--- src/rtl/tci_pkg.sv ---
// constants, field layout and mode codes of the three-channel input capture unit
package tci_pkg;

  localparam int TCI_NCH  = 3;
  localparam int TCI_TB_W = 16;
  localparam int TCI_ADR_W = 8;
  localparam int TCI_DAT_W = 32;

  // ----------------------------------------------------------------
  // register offsets (byte addresses)
  // ----------------------------------------------------------------
  localparam logic [7:0] TCI_OFS_CHCFG  = 8'h00;
  localparam logic [7:0] TCI_OFS_TBCTRL = 8'h04;
  localparam logic [7:0] TCI_OFS_TB     = 8'h08;
  localparam logic [7:0] TCI_OFS_FLAGS  = 8'h0c;
  localparam logic [7:0] TCI_OFS_BUF1   = 8'h10;
  localparam logic [7:0] TCI_OFS_BUF2   = 8'h14;
  localparam logic [7:0] TCI_OFS_BUF3   = 8'h18;
  localparam logic [7:0] TCI_OFS_QDEC   = 8'h1c;

  // ----------------------------------------------------------------
  // field positions
  // ----------------------------------------------------------------
  localparam int TCI_CFG_STRIDE  = 8;
  localparam int TCI_CFG_MODE_W  = 4;
  localparam int TCI_CFG_REN_BIT = 6;
  localparam int TCI_TBC_RUN     = 0;
  localparam int TCI_TBC_TSM     = 1;
  localparam int TCI_TBC_RESN    = 2;
  localparam int TCI_TBC_W       = 3;
  localparam int TCI_QDEC_EN     = 0;

  // ----------------------------------------------------------------
  // reset values
  // ----------------------------------------------------------------
  localparam logic [TCI_TBC_W-1:0] TCI_TBC_RST  = 3'h0;
  localparam logic [TCI_TB_W-1:0]  TCI_TB_RST   = 16'h0000;
  localparam logic [3:0]           TCI_MODE_RST = 4'h0;

  // prescaler terminal counts for every 4th / 16th rising edge
  localparam logic [3:0] TCI_PRE4  = 4'h3;
  localparam logic [3:0] TCI_PRE16 = 4'hf;

  typedef enum logic [3:0] {
    TCI_M_OFF       = 4'b0000,
    TCI_M_FALL      = 4'b0001,
    TCI_M_RISE      = 4'b0010,
    TCI_M_RISE4     = 4'b0011,
    TCI_M_RISE16    = 4'b0100,
    TCI_M_PERIOD    = 4'b0101,
    TCI_M_PW_FR     = 4'b0110,
    TCI_M_PW_RF     = 4'b0111,
    TCI_M_STATE     = 4'b1000,
    TCI_M_TRIG_FALL = 4'b1110,
    TCI_M_TRIG_RISE = 4'b1111
  } tci_mode_e;

  // instruction-cycle quarter phases
  typedef enum logic [1:0] {
    TCI_Q1 = 2'b00,
    TCI_Q2 = 2'b01,
    TCI_Q3 = 2'b10,
    TCI_Q4 = 2'b11
  } tci_phase_e;

endpackage

--- src/rtl/tci_chan_if.sv ---
// link between the capture top and one capture channel
`timescale 1ns/10ps
interface tci_chan_if;
  logic [3:0] mode;
  logic       resetEn;
  logic       enable;
  logic       sampleStb;
  logic       propStb;
  logic       pin;
  logic       capture;
  logic       tbReset;
  logic       trigger;

  modport ctl
  (
    output mode, resetEn, enable, sampleStb, propStb, pin,
    input  capture, tbReset, trigger
  );
  modport chan
  (
    input  mode, resetEn, enable, sampleStb, propStb, pin,
    output capture, tbReset, trigger
  );
endinterface

--- src/rtl/tci_capture_top.sv ---
// three-channel input capture unit with shared time base and wishbone slave
`timescale 1ns/10ps
module tci_capture_top
(
  input  wire logic                          core_clk,
  input  wire logic                          nrst,
  input  wire logic                          wb_cyc_i,
  input  wire logic                          wb_stb_i,
  input  wire logic                          wb_we_i,
  input  wire logic [tci_pkg::TCI_ADR_W-1:0] wb_adr_i,
  input  wire logic [3:0]                    wb_sel_i,
  input  wire logic [tci_pkg::TCI_DAT_W-1:0] wb_dat_i,
  output logic      [tci_pkg::TCI_DAT_W-1:0] wb_dat_o,
  output logic                               wb_ack_o,
  input  wire logic                          captureInput1,
  input  wire logic                          captureInput2,
  input  wire logic                          captureInput3,
  input  wire logic [2:0]                    qdecLoad,
  input  wire logic [tci_pkg::TCI_TB_W-1:0]  qdecData,
  output logic                               channel1EventFlag,
  output logic                               channel2EventFlag,
  output logic                               channel3EventFlag,
  output logic                               specialEventTrig,
  output logic                               quadratureDecoderActive,
  output logic      [tci_pkg::TCI_TB_W-1:0]  sharedTimebase
);
  import tci_pkg::*;

  tci_phase_e                     phaseReg;
  logic                           q1Stb;
  logic                           q2Stb;
  logic                           q4Stb;
  logic [TCI_CFG_MODE_W-1:0]      modeReg [TCI_NCH];
  logic [TCI_NCH-1:0]             resetEnReg;
  logic [TCI_TBC_W-1:0]           timebaseControlReg;
  logic [TCI_TB_W-1:0]            tbReg;
  logic [TCI_NCH-1:0]             flagReg;
  logic [TCI_TB_W-1:0]            bufReg [TCI_NCH];
  logic                           qdecReg;
  logic                           ackReg;
  logic [TCI_DAT_W-1:0]           rdataReg;
  logic [TCI_DAT_W-1:0]           rdataNext;
  logic                           wrStb;
  logic [TCI_NCH-1:0]             pinVec;
  logic [TCI_NCH-1:0]             capVec;
  logic [TCI_NCH-1:0]             rstVec;
  logic [TCI_NCH-1:0]             trigVec;
  logic                           trigFire;
  logic                           trigResets;
  logic                           wrTb;
  logic                           wrTbc;
  logic [TCI_DAT_W-1:0]           chCfgWord;
  logic [TCI_DAT_W-1:0]           tbMerge;
  logic [TCI_DAT_W-1:0]           bufMerge [TCI_NCH];

  // byte-lane merge for wishbone writes
  function automatic logic [TCI_DAT_W-1:0] laneMerge
  (
    input logic [TCI_DAT_W-1:0] oldVal,
    input logic [TCI_DAT_W-1:0] newVal,
    input logic [3:0]           sel
  );
    logic [TCI_DAT_W-1:0] res;
    res = oldVal;
    for (int b = 0; b < 4; b++)
      if (sel[b])
        res[b*8 +: 8] = newVal[b*8 +: 8];
    return res;
  endfunction

  // ----------------------------------------------------------------
  // quarter-phase sequencer
  // ----------------------------------------------------------------
  always_ff @(posedge core_clk or negedge nrst)
  begin
    if (!nrst)
      phaseReg <= TCI_Q1;
    else
      phaseReg <= tci_phase_e'(phaseReg + 2'b01);
  end

  // strobes mark the edge that starts the phase they are named after
  assign q1Stb = (phaseReg == TCI_Q4);
  assign q2Stb = (phaseReg == TCI_Q1);
  assign q4Stb = (phaseReg == TCI_Q3);

  // ----------------------------------------------------------------
  // channels
  // ----------------------------------------------------------------
  assign pinVec = {captureInput3, captureInput2, captureInput1};

  for (genvar g = 0; g < TCI_NCH; g++)
  begin : gCh
    tci_chan_if chIf ();
    assign chIf.mode      = modeReg[g];
    assign chIf.resetEn   = resetEnReg[g];
    assign chIf.enable    = ~qdecReg;
    assign chIf.sampleStb = q2Stb;
    assign chIf.propStb   = q4Stb;
    assign chIf.pin       = pinVec[g];
    assign capVec[g]      = chIf.capture;
    assign rstVec[g]      = chIf.tbReset;
    assign trigVec[g]     = chIf.trigger;
    tci_channel #(.HAS_TRIG(g == 0)) uChan
    (
      .core_clk (core_clk),
      .nrst     (nrst),
      .ch       (chIf)
    );
  end

  // only channel 1 is built with trigger decode
  assign trigFire   = q1Stb & trigVec[0];
  assign trigResets = trigFire & ~timebaseControlReg[TCI_TBC_RESN];

  // ----------------------------------------------------------------
  // wishbone slave
  // ----------------------------------------------------------------
  always_ff @(posedge core_clk or negedge nrst)
  begin
    if (!nrst)
      ackReg <= 1'b0;
    else
      ackReg <= wb_cyc_i & wb_stb_i & ~ackReg;
  end

  assign wb_ack_o = ackReg;
  // writes land on the edge where the master sees ack
  assign wrStb = wb_cyc_i & wb_stb_i & wb_we_i & ackReg;
  assign wrTb  = wrStb && (wb_adr_i == TCI_OFS_TB);
  assign wrTbc = wrStb && (wb_adr_i == TCI_OFS_TBCTRL);

  always_comb
  begin
    chCfgWord = '0;
    for (int i = 0; i < TCI_NCH; i++)
    begin
      chCfgWord[i*TCI_CFG_STRIDE +: TCI_CFG_MODE_W] = modeReg[i];
      chCfgWord[i*TCI_CFG_STRIDE + TCI_CFG_REN_BIT] = resetEnReg[i];
    end
  end

  // unmapped addresses are acked and read as zero
  always_comb
  begin
    rdataNext = '0;
    unique case (wb_adr_i)
      TCI_OFS_CHCFG:  rdataNext = chCfgWord;
      TCI_OFS_TBCTRL: rdataNext[TCI_TBC_W-1:0] = timebaseControlReg;
      TCI_OFS_TB:     rdataNext[TCI_TB_W-1:0] = tbReg;
      TCI_OFS_FLAGS:  rdataNext[TCI_NCH-1:0] = flagReg;
      TCI_OFS_BUF1:   rdataNext[TCI_TB_W-1:0] = bufReg[0];
      TCI_OFS_BUF2:   rdataNext[TCI_TB_W-1:0] = bufReg[1];
      TCI_OFS_BUF3:   rdataNext[TCI_TB_W-1:0] = bufReg[2];
      TCI_OFS_QDEC:   rdataNext[TCI_QDEC_EN] = qdecReg;
      default:        rdataNext = '0;
    endcase
  end

  always_ff @(posedge core_clk or negedge nrst)
  begin
    if (!nrst)
      rdataReg <= '0;
    else if (wb_cyc_i && wb_stb_i && !ackReg)
      rdataReg <= rdataNext;
  end

  assign wb_dat_o = rdataReg;

  // ----------------------------------------------------------------
  // configuration registers
  // ----------------------------------------------------------------
  always_ff @(posedge core_clk or negedge nrst)
  begin
    if (!nrst)
    begin
      for (int i = 0; i < TCI_NCH; i++)
        modeReg[i] <= TCI_MODE_RST;
      resetEnReg <= '0;
      qdecReg    <= 1'b0;
    end
    else if (wrStb)
    begin
      if (wb_adr_i == TCI_OFS_CHCFG)
        for (int i = 0; i < TCI_NCH; i++)
          if (wb_sel_i[i])
          begin
            modeReg[i]    <= wb_dat_i[i*TCI_CFG_STRIDE +: TCI_CFG_MODE_W];
            resetEnReg[i] <= wb_dat_i[i*TCI_CFG_STRIDE + TCI_CFG_REN_BIT];
          end
      if (wb_adr_i == TCI_OFS_QDEC && wb_sel_i[0])
        qdecReg <= wb_dat_i[TCI_QDEC_EN];
    end
  end

  assign quadratureDecoderActive = qdecReg;

  // ----------------------------------------------------------------
  // time base control and counter
  // ----------------------------------------------------------------
  always_ff @(posedge core_clk or negedge nrst)
  begin
    if (!nrst)
      timebaseControlReg <= TCI_TBC_RST;
    else if (wrTbc && wb_sel_i[0])
      timebaseControlReg <= wb_dat_i[TCI_TBC_W-1:0];
    else if (trigResets && timebaseControlReg[TCI_TBC_TSM]
             && !timebaseControlReg[TCI_TBC_RUN])
      timebaseControlReg[TCI_TBC_RUN] <= 1'b1;
  end

  // a call result cannot be sliced, so the merged words are held here
  always_comb
  begin
    tbMerge = laneMerge(TCI_DAT_W'(tbReg), wb_dat_i, wb_sel_i);
    for (int i = 0; i < TCI_NCH; i++)
      bufMerge[i] = laneMerge(TCI_DAT_W'(bufReg[i]), wb_dat_i, wb_sel_i);
  end

  // mode changes never touch the count; the counter only sees events
  always_ff @(posedge core_clk or negedge nrst)
  begin
    if (!nrst)
      tbReg <= TCI_TB_RST;
    else if (wrTb)
      tbReg <= tbMerge[TCI_TB_W-1:0];
    else if (q1Stb && ((|rstVec) || trigResets))
      tbReg <= TCI_TB_RST;
    else if (q1Stb && timebaseControlReg[TCI_TBC_RUN])
      tbReg <= tbReg + 16'h0001;
  end

  assign sharedTimebase = tbReg;

  // ----------------------------------------------------------------
  // capture buffers (remapped to the decoder while it is active)
  // ----------------------------------------------------------------
  // buffers take the count from before this Q1 reset
  always_ff @(posedge core_clk or negedge nrst)
  begin
    if (!nrst)
    begin
      for (int i = 0; i < TCI_NCH; i++)
        bufReg[i] <= TCI_TB_RST;
    end
    else
    begin
      for (int i = 0; i < TCI_NCH; i++)
      begin
        if (qdecReg)
        begin
          if (wrStb && wb_adr_i == TCI_OFS_BUF1 + 8'(4 * i))
            bufReg[i] <= bufMerge[i][TCI_TB_W-1:0];
          else if (qdecLoad[i])
            bufReg[i] <= qdecData;
        end
        else if (q1Stb && capVec[i])
          bufReg[i] <= tbReg;
      end
    end
  end

  // ----------------------------------------------------------------
  // event flags: write one to clear, a new event wins
  // ----------------------------------------------------------------
  always_ff @(posedge core_clk or negedge nrst)
  begin
    if (!nrst)
      flagReg <= '0;
    else
    begin
      for (int i = 0; i < TCI_NCH; i++)
      begin
        if (q1Stb && capVec[i])
          flagReg[i] <= 1'b1;
        else if (wrStb && wb_adr_i == TCI_OFS_FLAGS && wb_sel_i[0] && wb_dat_i[i])
          flagReg[i] <= 1'b0;
      end
    end
  end

  assign channel1EventFlag = flagReg[0];
  assign channel2EventFlag = flagReg[1];
  assign channel3EventFlag = flagReg[2];

  always_ff @(posedge core_clk or negedge nrst)
  begin
    if (!nrst)
      specialEventTrig <= 1'b0;
    else
      specialEventTrig <= trigFire;
  end

endmodule

--- src/rtl/tci_channel.sv ---
// one capture channel: pin synchroniser, edge decode, prescaler, phase staging
`timescale 1ns/10ps
module tci_channel
#(
  parameter bit HAS_TRIG = 1'b0
)
(
  input  wire logic core_clk,
  input  wire logic nrst,
  tci_chan_if.chan  ch
);
  import tci_pkg::*;

  logic       pinMeta;
  logic       pinSync;
  logic       lvlReg;
  logic [3:0] preCnt;
  tci_mode_e  modePrev;
  logic       armed;
  logic       detCap;
  logic       detRst;
  logic       detTrig;
  logic       propCap;
  logic       propRst;
  logic       propTrig;
  tci_mode_e  mode;
  logic       rise;
  logic       fall;
  logic       cap;
  logic       init;
  logic       trig;
  logic       preInc;
  logic       isPw;
  logic       rst;

  // ----------------------------------------------------------------
  // pin synchroniser
  // ----------------------------------------------------------------
  always_ff @(posedge core_clk or negedge nrst)
  begin
    if (!nrst)
    begin
      pinMeta <= 1'b0;
      pinSync <= 1'b0;
    end
    else
    begin
      pinMeta <= ch.pin;
      pinSync <= pinMeta;
    end
  end

  // ----------------------------------------------------------------
  // edge decode
  // ----------------------------------------------------------------
  // quadrature decoder owns the pins while enabled
  assign mode = ch.enable ? tci_mode_e'(ch.mode) : TCI_M_OFF;
  assign rise = pinSync & ~lvlReg;
  assign fall = ~pinSync & lvlReg;
  assign isPw = (mode == TCI_M_PW_FR) || (mode == TCI_M_PW_RF);

  always_comb
  begin
    cap    = 1'b0;
    init   = 1'b0;
    trig   = 1'b0;
    preInc = 1'b0;
    unique case (mode)
      TCI_M_OFF:       cap = 1'b0;
      TCI_M_FALL:      cap = fall;
      TCI_M_RISE:      cap = rise;
      TCI_M_RISE4:
      begin
        preInc = rise;
        cap    = rise & (preCnt >= TCI_PRE4);
      end
      TCI_M_RISE16:
      begin
        preInc = rise;
        cap    = rise & (preCnt >= TCI_PRE16);
      end
      TCI_M_PERIOD:    cap = rise;
      TCI_M_PW_FR:
      begin
        init = fall;
        cap  = rise | (fall & armed);
      end
      TCI_M_PW_RF:
      begin
        init = rise;
        cap  = fall | (rise & armed);
      end
      TCI_M_STATE:     cap = rise | fall;
      TCI_M_TRIG_FALL: trig = HAS_TRIG & fall;
      TCI_M_TRIG_RISE: trig = HAS_TRIG & rise;
      default:         cap = 1'b0;
    endcase
  end

  // pulse-width always resets on the initiating edge; others only if enabled
  assign rst = isPw ? init : (cap & ch.resetEn);

  // ----------------------------------------------------------------
  // prescaler and first-edge tracking
  // ----------------------------------------------------------------
  always_ff @(posedge core_clk or negedge nrst)
  begin
    if (!nrst)
      preCnt <= 4'h0;
    else if (mode == TCI_M_OFF)
      preCnt <= 4'h0;
    else if (ch.sampleStb && preInc)
      preCnt <= cap ? 4'h0 : preCnt + 4'h1;
  end

  // a direct mode change keeps the count, so the first capture may come early
  always_ff @(posedge core_clk or negedge nrst)
  begin
    if (!nrst)
    begin
      modePrev <= TCI_M_OFF;
      armed    <= 1'b0;
    end
    else
    begin
      modePrev <= mode;
      if (mode != modePrev)
        armed <= 1'b1;
      else if (ch.sampleStb && (rise || fall))
        armed <= 1'b0;
    end
  end

  // ----------------------------------------------------------------
  // sample on Q2, propagate on Q4
  // ----------------------------------------------------------------
  always_ff @(posedge core_clk or negedge nrst)
  begin
    if (!nrst)
    begin
      lvlReg  <= 1'b0;
      detCap  <= 1'b0;
      detRst  <= 1'b0;
      detTrig <= 1'b0;
    end
    else if (ch.sampleStb)
    begin
      lvlReg  <= pinSync;
      detCap  <= cap;
      detRst  <= rst;
      detTrig <= trig;
    end
  end

  always_ff @(posedge core_clk or negedge nrst)
  begin
    if (!nrst)
    begin
      propCap  <= 1'b0;
      propRst  <= 1'b0;
      propTrig <= 1'b0;
    end
    else if (ch.propStb)
    begin
      propCap  <= detCap;
      propRst  <= detRst;
      propTrig <= detTrig;
    end
  end

  assign ch.capture = propCap;
  assign ch.tbReset = propRst;
  assign ch.trigger = propTrig;

endmodule

--- config.mk ---
export PLATFORM = sky130hd
export DESIGN_NAME = tci_capture_top
export DESIGN_NICKNAME = d
export VERILOG_FILES = /design/src/rtl/tci_pkg.sv /design/src/rtl/tci_chan_if.sv /design/src/rtl/tci_capture_top.sv /design/src/rtl/tci_channel.sv
export SDC_FILE = /design/constraint.sdc
export NUM_CORES = 1
export LEC_CHECK = 0
export BUFFER_PORTS_ARGS = -buffer_cell sky130_fd_sc_hd__buf_2
export CAP_MARGIN = 20
export CORE_MARGIN = 2
export CORE_UTILIZATION = 52
export CTS_BUF_LIST = sky130_fd_sc_hd__clkbuf_8
export DETAILED_ROUTE_END_ITERATION = 6
export GPL_TIMING_DRIVEN = 0
export PLACE_DENSITY = 0.75
export SYNTH_ARGS = -nofsm -noshare
export SYNTH_HDL_FRONTEND = slang
export SYNTH_SLANG_ARGS = --single-unit
--- constraint.sdc ---
create_clock -name core_clk -period 3.55 [get_ports core_clk]
set_clock_uncertainty 0.15 [all_clocks]
set_input_delay 0.1775 -clock core_clk [delete_from_list [all_inputs] [get_ports core_clk]]
set_output_delay 0.1775 -clock core_clk [all_outputs]
set_load 0.03 [all_outputs]
======== Word-level counts from Yosys, hierarchy flattened ========
Index checks and enable logic that the tools add are counted.
word-level totals
  register bits ........................... 172
operators by class
  add/sub/neg operators ................... 5
  $lt $le $gt $ge ......................... 6
  equal/unequal tests ..................... 49
  mux-type cells .......................... 60
  bitwise logic cells ..................... 44
  reduce and logical (&&, ||, !) cells .... 74
operators by type and width
  operator                                              count
  2-to-1 mux 16 bit                                     15
  case mux 13 bit (5 select lines)                      1
  equality test 4 x 3 -> 1 bit (second input constant)  12
  2-to-1 mux 4 bit                                      12
  equality test 8 x 5 -> 1 bit (second input constant)  4
  AND 1 bit                                             27
  logical AND 1 bit                                     27
  AND reduction 3 bit                                   9
  nonzero test 2 bit                                    13
  equality test 4 x 2 -> 1 bit (second input constant)  6
  case mux 1 bit (7 select lines)                       3
  equality test 4 bit (second input constant)           5
  2-to-1 mux 1 bit                                      20
  != test 3 bit (second input constant)                 6
  adder 16 x 1 -> 16 bit (second input constant)        1
  equality test 8 x 4 -> 1 bit (second input constant)  2
  2-to-1 mux 8 bit                                      2
  case mux 2 bit (7 select lines)                       1
  adder 4 x 1 -> 4 bit (second input constant)          3
  equality test 4 x 1 -> 1 bit (second input constant)  3
  >= comparator 4 x 2 -> 1 bit (second input constant)  3
  >= comparator 4 bit (second input constant)           3
  logical NOT 4 bit                                     3
  != test 4 bit                                         3
  other kinds (18)                                      54

======== Logic depth before layout (Yosys ltp) ========
  word-level depth ........................ 8
  depth in mapped cells ................... 8
  depth with buffers taken out ............ 7

======== Hierarchy ========
Synthesis repeated with hierarchy kept, for this count alone.
second synthesis, totals
  cells, all modules ...................... 990
  area total of the unflattened synthesis .. 9773.1 um^2
by module, submodules not included
  module                      instances  cells each  area an instance (um^2)  sequential area each (um^2)
  tci_capture_top             1          715         6876.6                   2777.7
  tci_channel (gCh[0].uChan)  1          99          1027.2                   450.4
  tci_channel (gCh[1].uChan)  1          90          937.1                    400.4
  tci_channel (gCh[2].uChan)  1          86          932.1                    400.4

======== Worst setup path after synthesis ========
OpenSTA, ideal clock, no wires.
  kind .................................... flip-flop to flip-flop
  start ................................... register ackReg, in the netlist wb_ack_o
  end ..................................... register bufReg[10] in the netlist's numbering
  setup time .............................. 0.125 ns
  arrival ................................. 1.940 ns
  required time ........................... 3.275 ns
  setup slack ............................. 1.335 ns
  stages on the path, launching flop included .. 7
  period minus slack after synthesis ...... 2.215 ns
  path through ............................ dfrtp_1 and4_1 buf_4 nand4_4 a32o_1 nor2_4 mux2_2
on the way
  longest elaborated chain between the ends .. 4
RTL lines
  item                                                                              RTL line                text
  start, declared                                                                   tci_capture_top.sv:40   logic ackReg;
  start signal, assigned                                                            tci_capture_top.sv:124  ackReg <= wb_cyc_i & wb_stb_i & ~ackReg;
  AND 1 bit (*)                                                                     tci_capture_top.sv:129  assign wrStb = wb_cyc_i & wb_stb_i & wb_we_i & ackReg;
  logical AND 1 bit (*)                                                             tci_capture_top.sv:252  if (wrStb && wb_adr_i == TCI_OFS_BUF1 + 8'(4 * i))
  != test 3 bit (no source line), or another cell as far along                      n/a
  AND reduction 3 bit (no source line) / 2-to-1 mux 16 bit (equally long branches)  n/a
  end signal, assigned by index                                                     tci_capture_top.sv:253  bufReg[i] <= bufMerge[i][TCI_TB_W-1:0];
  end signal, assigned by index                                                     tci_capture_top.sv:255  bufReg[i] <= qdecData;
  end signal, assigned by index                                                     tci_capture_top.sv:258  bufReg[i] <= tbReg;
  end, declared                                                                     tci_capture_top.sv:38   logic [TCI_TB_W-1:0] bufReg [TCI_NCH];
Mark *: on every way between the ends. The rest lies on a longest branch, timed or not.
A chain may end at the register's enable or synchronous reset.

======== Worst setup path in the final report ========
  start ................................... register qdecReg, in the netlist quadratureDecoderActive
  end ..................................... register bufReg[22] in the netlist's numbering
on the way
  longest elaborated chain between the ends .. 2
RTL lines
  item                                                                   RTL line                text
  start, declared                                                        tci_capture_top.sv:39   logic qdecReg;
  start signal, assigned                                                 tci_capture_top.sv:192  qdecReg <= wb_dat_i[TCI_QDEC_EN];
  != test 3 x 2 -> 1 bit (no source line), or another cell as far along  n/a
  AND reduction 3 bit (no source line)                                   n/a
Parallel ways exist; a longest one is shown, timed or not.

==> results by group <==
Synthesis
  • Seq cells post-synth: ~160
  • EDFF count, synth: 0
  • Post-synth top cells: 161 x dfrtp_1, 97 x nor2_1, 76 x mux2_2
  • Mux cell area share after synthesis: a little over an eighth
  • Compound-gate portion of the synthesized area: between 10% and 20%
  • Synth Area in XOR/XNOR: under 10%
  • Cells after Synth: 917
  • Post-synth top area share: a little over two fifths
  • Simple logic cell fraction of the synthesized area: 17.5%
  • Unique masters post-synth: 76
  • Synthesized-area fraction occupied by adder cells: under 10%
  • Mapped Avg Cell Area: 9.99 um^2
  • Largest family of logic cells by synthesized area: compound AO/OA/AOI/OAI gates
  • Async SR Flop Fraction: 100%
  • Seq/Total Area, Yosys: a little over two fifths
  • Dominant cell type by area after synthesis: dfrtp_1
  • YS warnings: 0
  • Top_reg_cell synth: dfrtp_1
  • Mapped Area: between 0.009 and 0.01 mm^2
  • Synth top area cells: dfrtp_1 44%, mux2_2 9.3%, a211oi_1 4.0%
  • Count leader, synth: dfrtp_1

Clock tree
  • Clock slew at reported path FFs: approximately 0.090 ns
  • CTS tree: done
  • Sink Count: between 150 and 200
  • Worst skew pair latency: 0.47 ns
  • Total CTS buffers: 17
  • Cts repair resizes: 0
  • CTS Root Cell: clkbuf_8
  • Clock H-tree levels: 4
  • Longest Clk Path Bufs: 2

Critical path
  • Arrival @ worst endpoint: approximately 2.9 ns
  • Crit. End Element: register
  • Flop2flop setup slack: about 0.83 ns
  • R2R Path Start: quadratureDecoderActive
  • Worst reg-to-reg path cell count: 6
  • R2R Path End: bufReg[22]
  • Crit path kind: reg -> reg
  • CP startpoint kind: register
  • Worst path required time: about 3.8 ns
  • Critical path peak fanout: 10

Pwr
  • Max IR drop VDD: approximately 300 uV
  • Total power: ~0.0036 W
  • Leakage power: between 4 and 5 nW
  • Pwr/cell area: roughly 340 mW/mm^2

Place
  • HPWL after DPL: 19100 um
  • DP Area: ~0.01 mm^2
  • GPL Wtd Cong: 0.943
  • Port bufs: between 90 and 100
  • Post-place setup slack: 0.855 ns

Drt
  • Post-DR vias/cell: about 6
  • Iter 0 DRT Violations: ~850
  • Post-Route WL: approximately 27000 um
  • Wire per inst: approximately 20 um
  • ANT nets after route: 0
  • DRT Pass-1 Iters: 6
  • Vias: between 8000 and 9000
  • DRC: 0

Layout
  • Layout Nets: about 1200
  • Filler cell count in the final layout: 1457
  • P&R area growth vs syn: 16.6%
  • Layout cells sized above 1: approximately a quarter
  • Area of the multi-input gates: 0.00476 mm^2
  • Register area: between 0.004 and 0.005 mm^2
  • Final instance area: between 0.01 and 0.015 mm^2

STA
  • RSZ-0062 raised after global routing: false
  • Worst relative slew slack: a little under half
  • Final Hold Fails: 0
  • Setup WS post-layout: about 0.83 ns
  • Total Neg Setup Slack: 0 ns
  • Actual slew at the worst max-slew pin: 0.807 ns
  • FMAX: ~0.37 GHz
  • Fin crit share: between 70% and 80%
  • Final setup violation count: 0
  • Slew Viols, Final: 0
  • Final hold slack: approximately 0.0091 ns
  • Period minus WS final: ~2.7 ns

Floorplanning
  • Area of the die: roughly 0.019 mm^2
  • Die W: around 140 um
  • I/O pin cnt: around 130
  • Starting Density: 53.2%
  • Die Y: between 100 and 150 um
  • Row count: 48
  • Core Footprint: 0.0172 mm^2

Worst hold path
  • Hold depth: 4
  • WHS Endpoint: wb_ack_o
  • Worst hold-check path type: in -> reg
  • Min-delay src: wb_cyc_i

Global routing
  • Initial antenna violation count: 0
  • Global-route wire length before repair: between 40000 and 50000 um
  • GR Util All Layers: just under 30%
  • Number of global-route vias before repair: 7439
  • GRT overflow: 0
  • Largest net degree at the start of global routing: 100

Status
  • Run status: finished, final reports clean

Flow run
  • Maximum Capacitance Violations: 0
==> worst max-delay path by stage <==
stage                                       start  slack [ns]    endpoint  cells past startpoint
after floorplan                          wb_ack_o        1.34  bufReg[10]                      6
after global placement                       nrst       -0.31  bufReg[11]                      1
after detailed placement  quadratureDecoderActive        0.86  bufReg[38]                      6
after CTS                 quadratureDecoderActive        0.86  bufReg[38]                      6
after global routing      quadratureDecoderActive        0.71  bufReg[38]                      6
final                     quadratureDecoderActive        0.83  bufReg[22]                      6
==> layout make-up <==
class	count	area share, %
Multi-Input combinational cell	676	44.6
Sequential cell	161	37.7
Timing Repair Buffer	126	7.43
Buffer	65	2.96
Tap cell	225	2.64
Clock buffer	18	2.32
Clock inverter	14	1.48
Inverter	25	0.878
Antenna cell	1	0.0234
==> power breakdown <==
part / internal, W / switching (W)
Clock: 0.000655 / 0.000751
Combinational: 0.000121 / 0.000198
Sequential: 0.00186 / 0.0000339
==> cell usage in the layout, fill, tap and decap left out, types with 7 or more instances in the layout <==
cell type      synthesis  final
nor2b_1               31     31
clkbuf_8               0     18
nor3_1                10     10
mux2_2                76     76
nand4_1               10     10
dfrtp_1              161    161
a211oi_1              49     49
xnor2_1                9      9
nand2_1               67     67
nand3_1               25     25
clkbuf_1              35     35
o21ai_0               35     35
nand2b_1              23     23
nor2_1                97     97
ha_1                  13     13
o211ai_1               8      8
inv_1                 25     25
buf_2                 13    111
and3_1                10     10
a21oi_1               24     24
a31oi_1                7      7
buf_4                 15     15
a22o_1                28     28
conb_1                 1     11
dlygate4sd3_1          0     26
o31ai_1                9      9
mux2i_1               26     26
o22ai_1               12     12
==> state kept, by name (all words and copies together), names as in the netlist, 12 cells and up <==
register,cells
sharedTimebase,16
gCh.uChan.modePrev,12
gCh.chIf.mode,12
bufReg,48
gCh.uChan.preCnt,12
wb_dat_o,21
==> critical path, stage by stage, from the launching register on <==
cell      delay [ns]
dfrtp_1         0.35
clkbuf_1        0.45
buf_2           0.37
buf_1           0.56
nor2b_1         0.30
a211oi_1        0.13
mux2_2          0.31
==> cell families (layout without fill, tap and decap cells) <==
| logic type | count (synthesis) | in the layout |
|---|---|---|
| other | 1 | 12 |
| AO/OA/AOI/OAI | 224 | 224 |
| flip-flops | 161 | 161 |
| XOR/XNOR | 12 | 12 |
| multiplexers | 107 | 107 |
| buffers and inverters | 90 | 248 |
| adder cells (fa/ha/maj) | 13 | 13 |
| AND/OR/NAND/NOR | 309 | 309 |
==> per-layer routing <==
layer,vias up,global-route usage (%),routed length [um]
met2,409,43.3,11800
met4,0,9.43,629
met1,3969,41.1,11500
met5,-,0,0
met3,52,7.56,2690
li1,3647,-,-
==> through the flow <==
stage / utilization, % / cells
3_5_place_dp: 58.1 / 1252
4_1_cts: 62.0 / 1310
3_3_place_gp: 57.9 / 1251
5_1_grt: 62.0 / 1310
6_report: 62.0 / 1311
2_1_floorplan: - / 927
==> repair_timing <==
item | CTS | global route
hold buffers | 26 | 0
setup buffers | 0 | 0
hold endpoints to repair | 105 | 0
No activity file was read; power rests on OpenSTA's default activity.
